### src/rtl/slil_defines.vh
// constants for the serial link init and lock block
`ifndef SLIL_DEFINES_VH
`define SLIL_DEFINES_VH

`define SLIL_DATA_W          24
`define SLIL_FRAME_BITS      28
`define SLIL_FRAME_LAST      5'h1B
`define SLIL_CLK_HALF        5'h0E
`define SLIL_POS_HIGH        0
`define SLIL_POS_DATA_LO     1
`define SLIL_POS_DATA_HI     24
`define SLIL_POS_INVERT      25
`define SLIL_POS_CHECK       26
`define SLIL_POS_LOW         27
`define SLIL_FIFO_DEPTH      8
`define SLIL_FIFO_AW         3
`define SLIL_TX_LOCK_EDGES   8'h10
`define SLIL_RX_LOCK_FRAMES  8'h04
`define SLIL_LFSR_SEED       24'hACE1F5
`define SLIL_HALF_WORD       8'h18

`endif

### src/rtl/slil_link_top.v
// serial link with embedded clock: framer, lock acquisition and word buffer
//
// Functional notes
// - 24-bit word per transmit clock, one serial stream
// - serial data DC-balanced by selective inversion
// - deserializer rebuilds 24-bit word and recovered clock
// - transmit clock 5 to 35 MHz, source supplied
// - lock from stream alone, any data pattern
// - embedded clock monitored, lock flag raised on lock
// - serializer locks first, then deserializer synchronizes
// - outputs off until supply reaches 2.2V
// - serial output off while serializer PLL locks
// - parallel and clock outputs off while locking
// - lock flag low until locked to stream
// - random non-repeating words sent while the word buffer is empty
// - recover bit clock, re-time coded incoming data
// - find rising embedded edge, validate integrity, lock
// - lock flag rises with first valid output word
// - frame: 24 data plus four overhead bits
// - edge select picks rising or falling strobe
// - output enable low floats outputs, lock kept
// - one missed embedded edge drops lock, rehunt
`timescale 1ns/10ps
`include "slil_defines.vh"

module slil_fifo #(
  parameter W     = 24,
  parameter DEPTH = 8,
  parameter AW    = 3
) (
  input  wire           clk,
  input  wire           rst_b,
  input  wire           flush,
  input  wire [W-1:0]   inData,
  input  wire           inValid,
  output wire           inReady,
  output wire [W-1:0]   outData,
  output wire           outValid,
  input  wire           outReady
);
  reg  [W-1:0]  mem [0:DEPTH-1];
  reg  [AW-1:0] wrPtr_reg;
  reg  [AW-1:0] rdPtr_reg;
  reg  [AW:0]   count_reg;
  wire          doPush;
  wire          doPop;

  assign inReady  = (count_reg != DEPTH[AW:0]);
  assign outValid = (count_reg != {(AW+1){1'b0}});
  assign outData  = mem[rdPtr_reg];
  assign doPush   = inValid & inReady;
  assign doPop    = outValid & outReady;

  always @(posedge clk)
  begin
    if (doPush)
      mem[wrPtr_reg] <= inData;
  end

  always @(posedge clk or negedge rst_b)
  begin
    if (!rst_b)
    begin
      wrPtr_reg <= {AW{1'b0}};
      rdPtr_reg <= {AW{1'b0}};
      count_reg <= {(AW+1){1'b0}};
    end
    else if (flush)
    begin
      wrPtr_reg <= {AW{1'b0}};
      rdPtr_reg <= {AW{1'b0}};
      count_reg <= {(AW+1){1'b0}};
    end
    else
    begin
      if (doPush)
        wrPtr_reg <= wrPtr_reg + {{(AW-1){1'b0}}, 1'b1};
      if (doPop)
        rdPtr_reg <= rdPtr_reg + {{(AW-1){1'b0}}, 1'b1};
      count_reg <= count_reg + {{AW{1'b0}}, doPush} - {{AW{1'b0}}, doPop};
    end
  end
endmodule // slil_fifo

module slil_link_top #(
  parameter [7:0] RX_LOCK_FRAMES = `SLIL_RX_LOCK_FRAMES
) (
  input  wire        ref_clk,
  input  wire        rst_b,
  input  wire        supply_ok,
  input  wire        transmit_clock,
  input  wire [23:0] tx_parallel_in,
  output reg         txReady_reg,
  output reg         serialOut_reg,
  output reg         serialOutEn_reg,
  input  wire        serial_input_pair,
  input  wire        rx_strobe_edge_select,
  input  wire        rxOutEnable,
  output reg  [23:0] rx_parallel_out,
  output reg         rxParallelOutEn_reg,
  output reg         rxClkOut_reg,
  output reg         rxClkOutEn_reg,
  output reg         lockFlag_reg
);
  localparam [2:0] TX_OFF  = 3'b001;
  localparam [2:0] TX_LOCK = 3'b010;
  localparam [2:0] TX_RUN  = 3'b100;
  localparam [2:0] RX_HUNT = 3'b001;
  localparam [2:0] RX_ACQ  = 3'b010;
  localparam [2:0] RX_LOCK = 3'b100;

  function [4:0] ones24;
    input [23:0] v;
    integer i;
    begin
      ones24 = 5'h00;
      for (i = 0; i < 24; i = i + 1)
        ones24 = ones24 + {4'h0, v[i]};
    end
  endfunction

  function frame_chk;
    input        inv;
    input [23:0] v;
    frame_chk = ^{inv, v};
  endfunction

  // input synchronisers
  reg        supS1_reg, supS2_reg;
  reg        tclkS1_reg, tclkS2_reg, tclkPrev_reg;
  reg [23:0] txDS1_reg, txDS2_reg;
  reg        rxS1_reg, rxS2_reg, rxPrev_reg;
  reg        selS1_reg, selS2_reg;
  reg        oenS1_reg, oenS2_reg;

  always @(posedge ref_clk or negedge rst_b)
  begin
    if (!rst_b)
    begin
      {supS2_reg, supS1_reg}                 <= 2'b00;
      {tclkPrev_reg, tclkS2_reg, tclkS1_reg} <= 3'b000;
      {txDS2_reg, txDS1_reg}                 <= 48'h000000000000;
      {rxPrev_reg, rxS2_reg, rxS1_reg}       <= 3'b000;
      {selS2_reg, selS1_reg}                 <= 2'b00;
      {oenS2_reg, oenS1_reg}                 <= 2'b00;
    end
    else
    begin
      {supS2_reg, supS1_reg}                 <= {supS1_reg, supply_ok};
      {tclkPrev_reg, tclkS2_reg, tclkS1_reg} <= {tclkS2_reg, tclkS1_reg, transmit_clock};
      {txDS2_reg, txDS1_reg}                 <= {txDS1_reg, tx_parallel_in};
      {rxPrev_reg, rxS2_reg, rxS1_reg}       <= {rxS2_reg, rxS1_reg, serial_input_pair};
      {selS2_reg, selS1_reg}                 <= {selS1_reg, rx_strobe_edge_select};
      {oenS2_reg, oenS1_reg}                 <= {oenS1_reg, rxOutEnable};
    end
  end

  wire powerGood = supS2_reg;
  wire tclkRise  = tclkS2_reg & ~tclkPrev_reg;

  // serializer
  reg  [2:0]  txState_reg;
  reg  [7:0]  txEdgeCnt_reg;
  reg  [4:0]  txBitCnt_reg;
  reg  [27:0] txShift_reg;
  reg  [23:0] lfsr_reg;
  reg  signed [7:0] disp_reg;
  wire        txRun = (txState_reg == TX_RUN);
  wire        frameLoad = txRun & (txBitCnt_reg == `SLIL_FRAME_LAST);
  wire        fifoInReady;
  wire [23:0] fifoData;
  wire        fifoValid;

  // word taken on each synchronised transmit clock rising edge in TX_RUN while the buffer has room; the 5..35 MHz
  // source rate is the sender's duty, the frame timing runs on ref_clk
  slil_fifo #(
    .W     (`SLIL_DATA_W),
    .DEPTH (`SLIL_FIFO_DEPTH),
    .AW    (`SLIL_FIFO_AW)
  ) txFifo (
    .clk      (ref_clk),
    .rst_b    (rst_b),
    .flush    (~txRun),
    .inData   (txDS2_reg),
    .inValid  (tclkRise & txRun),
    .inReady  (fifoInReady),
    .outData  (fifoData),
    .outValid (fifoValid),
    .outReady (frameLoad)
  );

  // idle frames carry scrambler words, never a fixed pattern
  wire [23:0] lfsrNext = {lfsr_reg[22:0], lfsr_reg[23] ^ lfsr_reg[22] ^ lfsr_reg[21] ^ lfsr_reg[16]};
  wire [23:0] txWord   = fifoValid ? fifoData : lfsr_reg;
  wire signed [7:0] wordDisp = $signed({2'b00, ones24(txWord), 1'b0}) - $signed(`SLIL_HALF_WORD);
  wire        txInv    = (disp_reg >= 8'sd0) ? (wordDisp > 8'sd0) : (wordDisp < 8'sd0);
  wire [23:0] txSent   = txInv ? ~txWord : txWord;
  wire signed [7:0] dispNext = txInv ? (disp_reg - wordDisp) : (disp_reg + wordDisp);
  wire [27:0] txFrame  = {1'b0, frame_chk(txInv, txSent), txInv, txSent, 1'b1};

  always @(posedge ref_clk or negedge rst_b)
  begin
    if (!rst_b)
    begin
      txState_reg     <= TX_OFF;
      txEdgeCnt_reg   <= 8'h00;
      txBitCnt_reg    <= 5'h00;
      txShift_reg     <= 28'h0000000;
      lfsr_reg        <= `SLIL_LFSR_SEED;
      disp_reg        <= 8'sd0;
      serialOut_reg   <= 1'b0;
      serialOutEn_reg <= 1'b0;
      txReady_reg     <= 1'b0;
    end
    else if (!powerGood)
    begin
      txState_reg     <= TX_OFF;
      txEdgeCnt_reg   <= 8'h00;
      txBitCnt_reg    <= 5'h00;
      serialOut_reg   <= 1'b0;
      serialOutEn_reg <= 1'b0;
      txReady_reg     <= 1'b0;
    end
    else
    begin
      case (txState_reg)
        TX_OFF: txState_reg <= TX_LOCK;
        TX_LOCK:
        begin
          if (tclkRise)
          begin
            txEdgeCnt_reg <= txEdgeCnt_reg + 8'h01;
            if (txEdgeCnt_reg == `SLIL_TX_LOCK_EDGES - 8'h01)
            begin
              txState_reg  <= TX_RUN;
              txBitCnt_reg <= `SLIL_FRAME_LAST;
            end
          end
        end
        TX_RUN:
        begin
          if (frameLoad)
          begin
            txShift_reg  <= txFrame;
            txBitCnt_reg <= 5'h00;
            disp_reg     <= dispNext;
            if (!fifoValid)
              lfsr_reg <= lfsrNext;
          end
          else
          begin
            txShift_reg  <= {1'b0, txShift_reg[27:1]};
            txBitCnt_reg <= txBitCnt_reg + 5'h01;
          end
        end
        default: txState_reg <= TX_OFF;
      endcase
      serialOut_reg   <= frameLoad ? txFrame[0] : txShift_reg[1];
      serialOutEn_reg <= txRun;
      txReady_reg     <= txRun & fifoInReady;
    end
  end

  // deserializer: one serial bit per ref_clk, re-timed by the synchroniser
  reg  [2:0]  rxState_reg;
  reg  [4:0]  rxBitCnt_reg;
  reg  [27:0] rxShift_reg;
  reg  [7:0]  goodCnt_reg;
  reg  [23:0] pendWord_reg;
  reg         pendValid_reg;
  wire [27:0] rxVec   = {rxS2_reg, rxShift_reg[27:1]};
  wire        rxAlign = (rxState_reg != RX_HUNT);
  wire        rxDone  = rxAlign & (rxBitCnt_reg == `SLIL_FRAME_LAST);
  wire        edgeOk  = rxVec[`SLIL_POS_HIGH] & ~rxVec[`SLIL_POS_LOW];
  wire [23:0] rxData  = rxVec[`SLIL_POS_DATA_HI:`SLIL_POS_DATA_LO];
  wire        rxInv   = rxVec[`SLIL_POS_INVERT];
  wire        chkOk   = (frame_chk(rxInv, rxData) == rxVec[`SLIL_POS_CHECK]);
  wire [23:0] rxWord  = rxInv ? ~rxData : rxData;
  wire [4:0]  cntNext = rxDone ? 5'h00 : rxBitCnt_reg + 5'h01;
  wire        strobe  = selS2_reg ? (cntNext == 5'h00) : (cntNext == `SLIL_CLK_HALF);
  wire        lostEdge = (rxState_reg == RX_LOCK) & rxDone & ~edgeOk;
  wire        lockNext = (rxState_reg == RX_LOCK) & ~lostEdge & (lockFlag_reg | (strobe & pendValid_reg));
  wire        outEnNext = lockNext & oenS2_reg;

  always @(posedge ref_clk or negedge rst_b)
  begin
    if (!rst_b)
    begin
      rxState_reg         <= RX_HUNT;
      rxBitCnt_reg        <= 5'h00;
      rxShift_reg         <= 28'h0000000;
      goodCnt_reg         <= 8'h00;
      pendWord_reg        <= 24'h000000;
      pendValid_reg       <= 1'b0;
      rx_parallel_out     <= 24'h000000;
      rxParallelOutEn_reg <= 1'b0;
      rxClkOut_reg        <= 1'b0;
      rxClkOutEn_reg      <= 1'b0;
      lockFlag_reg        <= 1'b0;
    end
    else if (!powerGood)
    begin
      rxState_reg         <= RX_HUNT;
      goodCnt_reg         <= 8'h00;
      pendValid_reg       <= 1'b0;
      rxParallelOutEn_reg <= 1'b0;
      rxClkOutEn_reg      <= 1'b0;
      rxClkOut_reg        <= 1'b0;
      lockFlag_reg        <= 1'b0;
    end
    else
    begin
      rxShift_reg <= rxVec;
      case (rxState_reg)
        RX_HUNT:
        begin
          goodCnt_reg   <= 8'h00;
          pendValid_reg <= 1'b0;
          // low-to-high step marks a frame start; no training word needed
          if (!rxPrev_reg && rxS2_reg)
          begin
            rxState_reg  <= RX_ACQ;
            rxBitCnt_reg <= 5'h01;
          end
        end
        RX_ACQ:
        begin
          rxBitCnt_reg <= cntNext;
          if (rxDone)
          begin
            if (edgeOk && chkOk)
            begin
              goodCnt_reg <= goodCnt_reg + 8'h01;
              if (goodCnt_reg >= RX_LOCK_FRAMES - 8'h01)
              begin
                rxState_reg   <= RX_LOCK;
                pendWord_reg  <= rxWord;
                pendValid_reg <= 1'b1;
              end
            end
            else
              rxState_reg <= RX_HUNT;
          end
        end
        RX_LOCK:
        begin
          rxBitCnt_reg <= cntNext;
          if (lostEdge)
            rxState_reg <= RX_HUNT;
          else if (rxDone && chkOk)
          begin
            pendWord_reg  <= rxWord;
            pendValid_reg <= 1'b1;
          end
        end
        default: rxState_reg <= RX_HUNT;
      endcase
      if (lockNext && strobe)
        rx_parallel_out <= pendWord_reg;
      lockFlag_reg        <= lockNext;
      rxClkOut_reg        <= lockNext & (cntNext < `SLIL_CLK_HALF);
      rxParallelOutEn_reg <= outEnNext;
      rxClkOutEn_reg      <= outEnNext;
    end
  end
endmodule // slil_link_top

### config.mk
export PLATFORM = sky130hd
export DESIGN_NAME = slil_link_top
export DESIGN_NICKNAME = d
export VERILOG_FILES = /design/src/rtl/slil_link_top.v
export VERILOG_INCLUDE_DIRS = /design/src /design/src/rtl
export SDC_FILE = /design/constraint.sdc
export NUM_CORES = 1
export LEC_CHECK = 0
export BUFFER_PORTS_ARGS = -buffer_cell sky130_fd_sc_hd__buf_4
export CAP_MARGIN = 30
export CORE_UTILIZATION = 50
export CTS_CLUSTER_DIAMETER = 30
export CTS_CLUSTER_SIZE = 30
export DETAILED_ROUTE_END_ITERATION = 10
export PLACE_DENSITY_LB_ADDON = 0.2
export SETUP_SLACK_MARGIN = 0.2
export SLEW_MARGIN = 20
export SYNTH_ARGS = -nofsm -noshare
export SYNTH_HDL_FRONTEND = slang
export SYNTH_SLANG_ARGS = --single-unit
### constraint.sdc
create_clock -name ref_clk -period 10.3 [get_ports ref_clk]
set_input_delay 0.515 -clock ref_clk [delete_from_list [all_inputs] [get_ports ref_clk]]
set_output_delay 0.515 -clock ref_clk [all_outputs]
set_load 0.01 [all_outputs]
; Yosys cells after proc, flatten, opt, wreduce, memory -nomap -nowiden
; Memories as Yosys holds them, arrays and structs flattened.
; Cells that the tools add are included.
[word_totals]
register_bits = 245
ram_bits = 192
out_inout_bits = 31
n_memories = 1
[classes]
add_sub_neg = 34
magnitude_cmp = 5
eq_ne = 37
muxes = 60
bitwise_logic = 26
reduce_logical = 24
[mem_list]
columns = memory, words, word_bits, read_ports, rd_clocked_by_memory_dff, write_ports, line_no
row1 = txFifo.mem, 8, 24, 1, 0, 1, slil_link_top.v:41  ; reg [W-1:0] mem [0:DEPTH-1];
[ops]
columns = cell, n
row1 = $mux W24, 8
row2 = $add A5 B1 Y5, 19
row3 = $mux W8, 7
row4 = $reduce_xor A25 Y1, 2
row5 = $not A24 Y24, 2
row6 = $pmux W24 S2, 1
row7 = $mux W3, 13
row8 = $mux W5, 6
row9 = $mux W27, 1
row10 = $ne A3 B3 Y1 const B, 8
row11 = $pmux W5 S2, 2
row12 = $pmux W3 S3, 2
row13 = $mux W1, 17
row14 = $add A8 B1 Y8 const B, 2
row15 = $pmux W8 S2, 1
row16 = $and A1 B1 Y1, 15
row17 = $reduce_and A3 Y1, 5
row18 = $ne A2 B2 Y1 const B, 6
row19 = $add A5 B1 Y5 const B, 2
row20 = $eq A5 B5 Y1 const B, 2
row21 = $ne A2 B1 Y1 const B, 5
row22 = $ne A3 B1 Y1 const B, 3
row23 = $add A8 B7 Y8, 1
row24 = $eq A8 B4 Y1 const B, 1
row25 = 37 further kinds, 55

; Logic depth before layout (Yosys ltp)
[depth]
word_depth = 31
ltp_mapped = 36
ltp_nobuf = 33

; By module
; Synthesis repeated with hierarchy kept, for this count alone.
[unflattened]
hier_cells = 1259
area_unflattened_um2 = 19080.8
[modules_own_cells]
columns = module, instances, cells_per_inst, area_per_inst_um2
row1 = slil_link_top, 1, 905, 11180.7
row2 = slil_fifo, 1, 354, 7900.1

; Worst setup path before layout
; No wires, ideal clock.
[synth_path]
path_type = register -> register
startpoint = register txFifo.rdPtr_reg[0]
endpoint = register disp_reg[7]
setup_time_ns = 0.065
arrival_ns = 8.451
t_required_ns = 10.235
setup_slack_ns = 1.784
path_stages_with_launch = 36
cell_sequence = dfrtp_1 > buf_6 > buf_12 > buf_2 > buf_1 > mux4_2 > mux2i_1 > nor2_1 > a21oi_1 > fa_1 > inv_1 > fa_1 > fa_1 > inv_1 > fa_1 > fa_1 > inv_1 > ha_1 > fa_1 > xnor2_1 > inv_1 > ha_1 > xnor2_1 > a31oi_1 > mux2i_1 > clkbuf_1 > a21oi_1 > fa_1 > a21o_1 > a21oi_1 > nor2b_1 > o21ai_0 > nand2b_1 > a211oi_1 > a31oi_1 > nand2_1
[synth_via]
elab_chain_len = 29
word_cells_on_any_way = 32
[synth_lines]
columns = element, line_no
row1 = from (decl), slil_link_top.v:43  ; reg [AW-1:0] rdPtr_reg;
row2 = from (signal assigned), slil_link_top.v:65  ; rdPtr_reg <= {AW{1'b0}};
row3 = from (signal assigned), slil_link_top.v:71  ; rdPtr_reg <= {AW{1'b0}};
row4 = from (signal assigned), slil_link_top.v:79  ; rdPtr_reg <= rdPtr_reg + {{(AW-1){1'b0}}, 1'b1};
row5 = $mem_v2 Z8 W24 (*), n/a
row6 = $mux W24 (*), slil_link_top.v:194  ; wire [23:0] txWord = fifoValid ? fifoData : lfsr_reg;
row7 = $add A1 B1 Y2, slil_link_top.v:118  ; ones24 = ones24 + {4'h0, v[i]};
row8 = $add A2 B1 Y3, slil_link_top.v:118
row9 = $add A3 B1 Y4, slil_link_top.v:118
row10 = $add A4 B1 Y5, slil_link_top.v:118
row11 = $add A5 B1 Y5 (18 in a row), slil_link_top.v:118
row12 = $add A5 B1 Y5 (*), slil_link_top.v:118
row13 = $sub A6 B5 Y7 (*), slil_link_top.v:195  ; wire signed [7:0] wordDisp = $signed({2'b00, ones24(txWord), 1'b0}) - $signed(`SLIL_HALF_WORD);
row14 = $lt A7 B1 Y1 / $gt A7 B1 Y1 (equally long branches), slil_link_top.v:196  ; wire txInv = (disp_reg >= 8'sd0) ? (wordDisp > 8'sd0) : (wordDisp < 8'sd0);
row15 = $mux W1, slil_link_top.v:196
row16 = $mux W8 (*), slil_link_top.v:198  ; wire signed [7:0] dispNext = txInv ? (disp_reg - wordDisp) : (disp_reg + wordDisp);
row17 = to (signal assigned), slil_link_top.v:246  ; disp_reg <= dispNext;
row18 = to (decl), slil_link_top.v:167  ; reg signed [7:0] disp_reg;
; Every way passes the cells marked *; elsewhere a longest branch is shown, timed or not.
; A chain may end at the register's enable or synchronous reset.

; Final worst setup path
[layout_path]
startpoint = register txFifo.count_reg[2]
endpoint = register disp_reg[7]
[layout_via]
elab_chain_len = 29
word_cells_on_any_way = 32
[layout_lines]
columns = element, line_no
row1 = from (decl), slil_link_top.v:44  ; reg [AW:0] count_reg;
row2 = from (signal assigned), slil_link_top.v:66  ; count_reg <= {(AW+1){1'b0}};
row3 = from (signal assigned), slil_link_top.v:72  ; count_reg <= {(AW+1){1'b0}};
row4 = from (signal assigned), slil_link_top.v:80  ; count_reg <= count_reg + {{AW{1'b0}}, doPush} - {{AW{1'b0}}, doPop};
row5 = $reduce_bool A4 Y1 (*), slil_link_top.v:49  ; assign outValid = (count_reg != {(AW+1){1'b0}});
row6 = $mux W24 (*), slil_link_top.v:194
row7 = $add A1 B1 Y2, slil_link_top.v:118
row8 = $add A2 B1 Y3, slil_link_top.v:118
row9 = $add A3 B1 Y4, slil_link_top.v:118
row10 = $add A4 B1 Y5, slil_link_top.v:118
row11 = $add A5 B1 Y5 (18 in a row), slil_link_top.v:118
row12 = $add A5 B1 Y5 (*), slil_link_top.v:118
row13 = $sub A6 B5 Y7 (*), slil_link_top.v:195
row14 = $lt A7 B1 Y1 / $gt A7 B1 Y1 (equally long branches), slil_link_top.v:196
row15 = $mux W1, slil_link_top.v:196
row16 = $mux W8 (*), slil_link_top.v:198
; Marked as above.

==> flow_summary_export.csv <==
group,metric,value,unit
finish,fillers,2671,
clocking,post_cts.repair.setup_buffers,0,
global_route,grt_pass1_wl,59550,um
flow_run,maxCapViolCount,0,
sta,worst_pin_slew,0.9638,ns
place,dpl.hpwl,21550,um
global_route,grt_start_max_net_pins,132,
finish,largest_reg_flops,192,
logic_synthesis,yosysMostFrequentCell,"dfrtp_1",
detailed_routing,vias,10460,
sta,hold_viol,9,
global_route,antenna_found_initial,0,
place,portBuffers,61,
power_and_ir_drop,powerDensity,238.5,mW/mm^2
logic_synthesis,ys_warn_count,0,
logic_synthesis,synth_cell_type_count,59,
worst_setup_path,endpoint_kind,"flip-flop",
clocking,clock_latency,0.61,ns
sta,fin_hold_ws,-0.03942,ns
floorplanning,design.core.area,0.03661,sq mm
place,dp_cells,1726,
worst_setup_path,crit_type,"reg2reg",
sta,rsz0062_at_grt,"no",
finish,diodes,0,
logic_synthesis,synth_area_leaders,"edfxtp_1, dfrtp_1, mux2_2",
finish,multi_input_area,0.006400,sq mm
sta,setup_tns,0,ns
clocking,cts.clk_slew.worst_paths,0.05,ns
logic_synthesis,ys_async_sr_fraction,55.66,%
clocking,cts_root_buf,"clkbuf_16",
detailed_routing,final_antenna_net_count,0,
floorplanning,dieArea,0.03799,sq mm
finish,syn2layout_area_growth,24.25,%
finish,fin_util,63.15,%
logic_synthesis,yosys-top-cells-count,"dfrtp_1, edfxtp_1, mux2_2",
sta,finalClockSkew,0.02179,ns
logic_synthesis,synth_area,0.01861,sq mm
worst_setup_path,cp_slowest_cell,"or3b_1",
floorplanning,die_x,194.9,um
detailed_routing,drt_iter0_markers,699,
clocking,ctsLongestPathBuffers,3,
finish,nNetsFinal,1458,
global_route,grt_overflow,0,
place,post-place-ws,1.143,ns
power_and_ir_drop,p_leak,9.628,nW
clocking,cts-resized-gates,0,
power_and_ir_drop,design_power_total,5.513,mW
worst_setup_path,path_common_cell,"fa_1",
sta,finalWorstSetupSlack,1.270,ns
clocking,h-tree-depth,3,
floorplanning,rows,70,
floorplanning,io_pins,62,
worst_setup_path,crit_required,10.83,ns
global_route,grtUsageTotal,20.09,%
finish,regArea,0.01182,sq mm
clocking,cts_buffers,92,
worst_setup_path,startpoint_type,"flip-flop",
finish,fin_area,0.02312,sq mm
finish,stdcell_count,1927,
detailed_routing,dr.pass1.iters,5,
detailed_routing,drt-total-wl,36100,um
run_status,violations,"hold timing",
run_status,status,"finished, violations left",
detailed_routing,wl_per_cell,18.73,um
detailed_routing,vias_per_cell,5.429,
floorplanning,die_y,194.9,um
sta,post-route-period-util,87.67,%
sta,relSlewSlack,35.59,%
logic_synthesis,ys_seq_area_share,63.50,%
logic_synthesis,synth.avg_cell_area,15.10,sq um
clocking,cts_sinks,433,
hold_path,hold_path_class,"in2async",
floorplanning,start_util,50.83,%
power_and_ir_drop,ir_worst_vdd,0.0002244,V
sta,max_freq,0.1107,GHz
place,place_congestion,0.8066,
place,place_area,0.01963,sq mm
logic_synthesis,synth_edf_count,192,
logic_synthesis,synth_seq_cells,433,
sta,min_period,9.030,ns
logic_synthesis,netlist_instances,1232,
logic_synthesis,synth_fp_nets,1310,
global_route,grt_pass1_vias,11010,
logic_synthesis,yosys.area.top_type,"edfxtp_1",
worst_setup_path,worstPathMaxFanout,23,
logic_synthesis,synth_ff_type,"dfrtp_1",
worst_setup_path,crit_arrival,9.56,ns
sta,setup_violations,0,
worst_setup_path,slowest_delay,0.70,ns
sta,drv_slew,0,
logic_synthesis,synth_top_area_share,30.98,%
finish,layout-drive-gt1-share,28.51,%
detailed_routing,drc,0,
clocking,cts_tree,"built",
## worst paths after layout
path / from / to / slack [ns] / depth (start not counted)
hold reg to reg: txDS1_reg[17] / txDS2_reg[17] / 0.34 / 0
hold / removal: rst_b / goodCnt_reg[3] / -0.04 / 1
setup reg to reg: txFifo.count_reg[2] / disp_reg[7] / 1.27 / 31
max in group asynchronous: rst_b / txDS2_reg[22] / 9.17 / 2
setup / recovery: txFifo.count_reg[2] / disp_reg[7] / 1.27 / 31
min in group ref_clk: supply_ok / supS1_reg / 0.04 / 1
## cells in the final DEF, fill, tap and decap left out, types with 30 or more instances in the layout
master / instances
mux4_2: 30
buf_4: 75
edfxtp_1: 192
xor2_1: 58
nand2_1: 76
inv_1: 47
clkbuf_16: 95
o21ai_0: 51
dfrtp_1: 223
nor2_1: 53
mux2_2: 101
xnor2_1: 53
## area by class of cell
cell class                      count  share of cell area (%)
Sequential cell                   433                   51.12
Multi-Input combinational cell    698                   27.68
Clock buffer                      115                   11.00
Timing Repair Buffer              108                   4.102
Clock inverter                     58                   2.809
Tap cell                          468                   2.533
Inverter                           47                  0.7630
## critical path: cells and delay by family, from the launching register on
kind	cells	cell delay (ns)
compound gates	8	1.78
xor+xnor	2	0.75
fa+ha+maj	10	4.05
buf+inv	5	0.38
flops	1	0.35
mux	1	0.39
simple gates	5	1.25
## power breakdown
part	switching (mW)	leakage, nW	internal (mW)
clock network	0.944	1.56	2.00
registers	0.107	4.83	1.90
logic	0.269	3.24	0.285
## repair_timing
item,4_1_cts,5_1_grt
hold buffers,26,0
hold endpoints to repair,26,0
endpoints found under the setup margin,0,0
## layer usage
metal / up-vias / global-route usage, % / wire [um]
met5: - / 0 / 0
met2: 256 / 30.41 / 16800
li1: 4839 / - / -
met3: 68 / 4.859 / 1744
met4: 0 / 7.495 / 784
met1: 5298 / 28.31 / 16770
## cell families (layout without fill, tap and decap cells)
| family | after synthesis | in the layout | share of synthesized area [%] |
|---|---|---|---|
| and+or+nand+nor | 225 | 225 | 5.749 |
| AOI/OAI and AO/OA | 150 | 150 | 5.561 |
| adders and majority gates | 47 | 47 | 3.927 |
| xor gates and xnor gates | 118 | 118 | 6.038 |
| muxes | 158 | 158 | 12.77 |
| DFF | 433 | 433 | 63.50 |
| buffers and inverters | 101 | 328 | 2.454 |
Note: power is estimated with default switching activity, not from simulation.
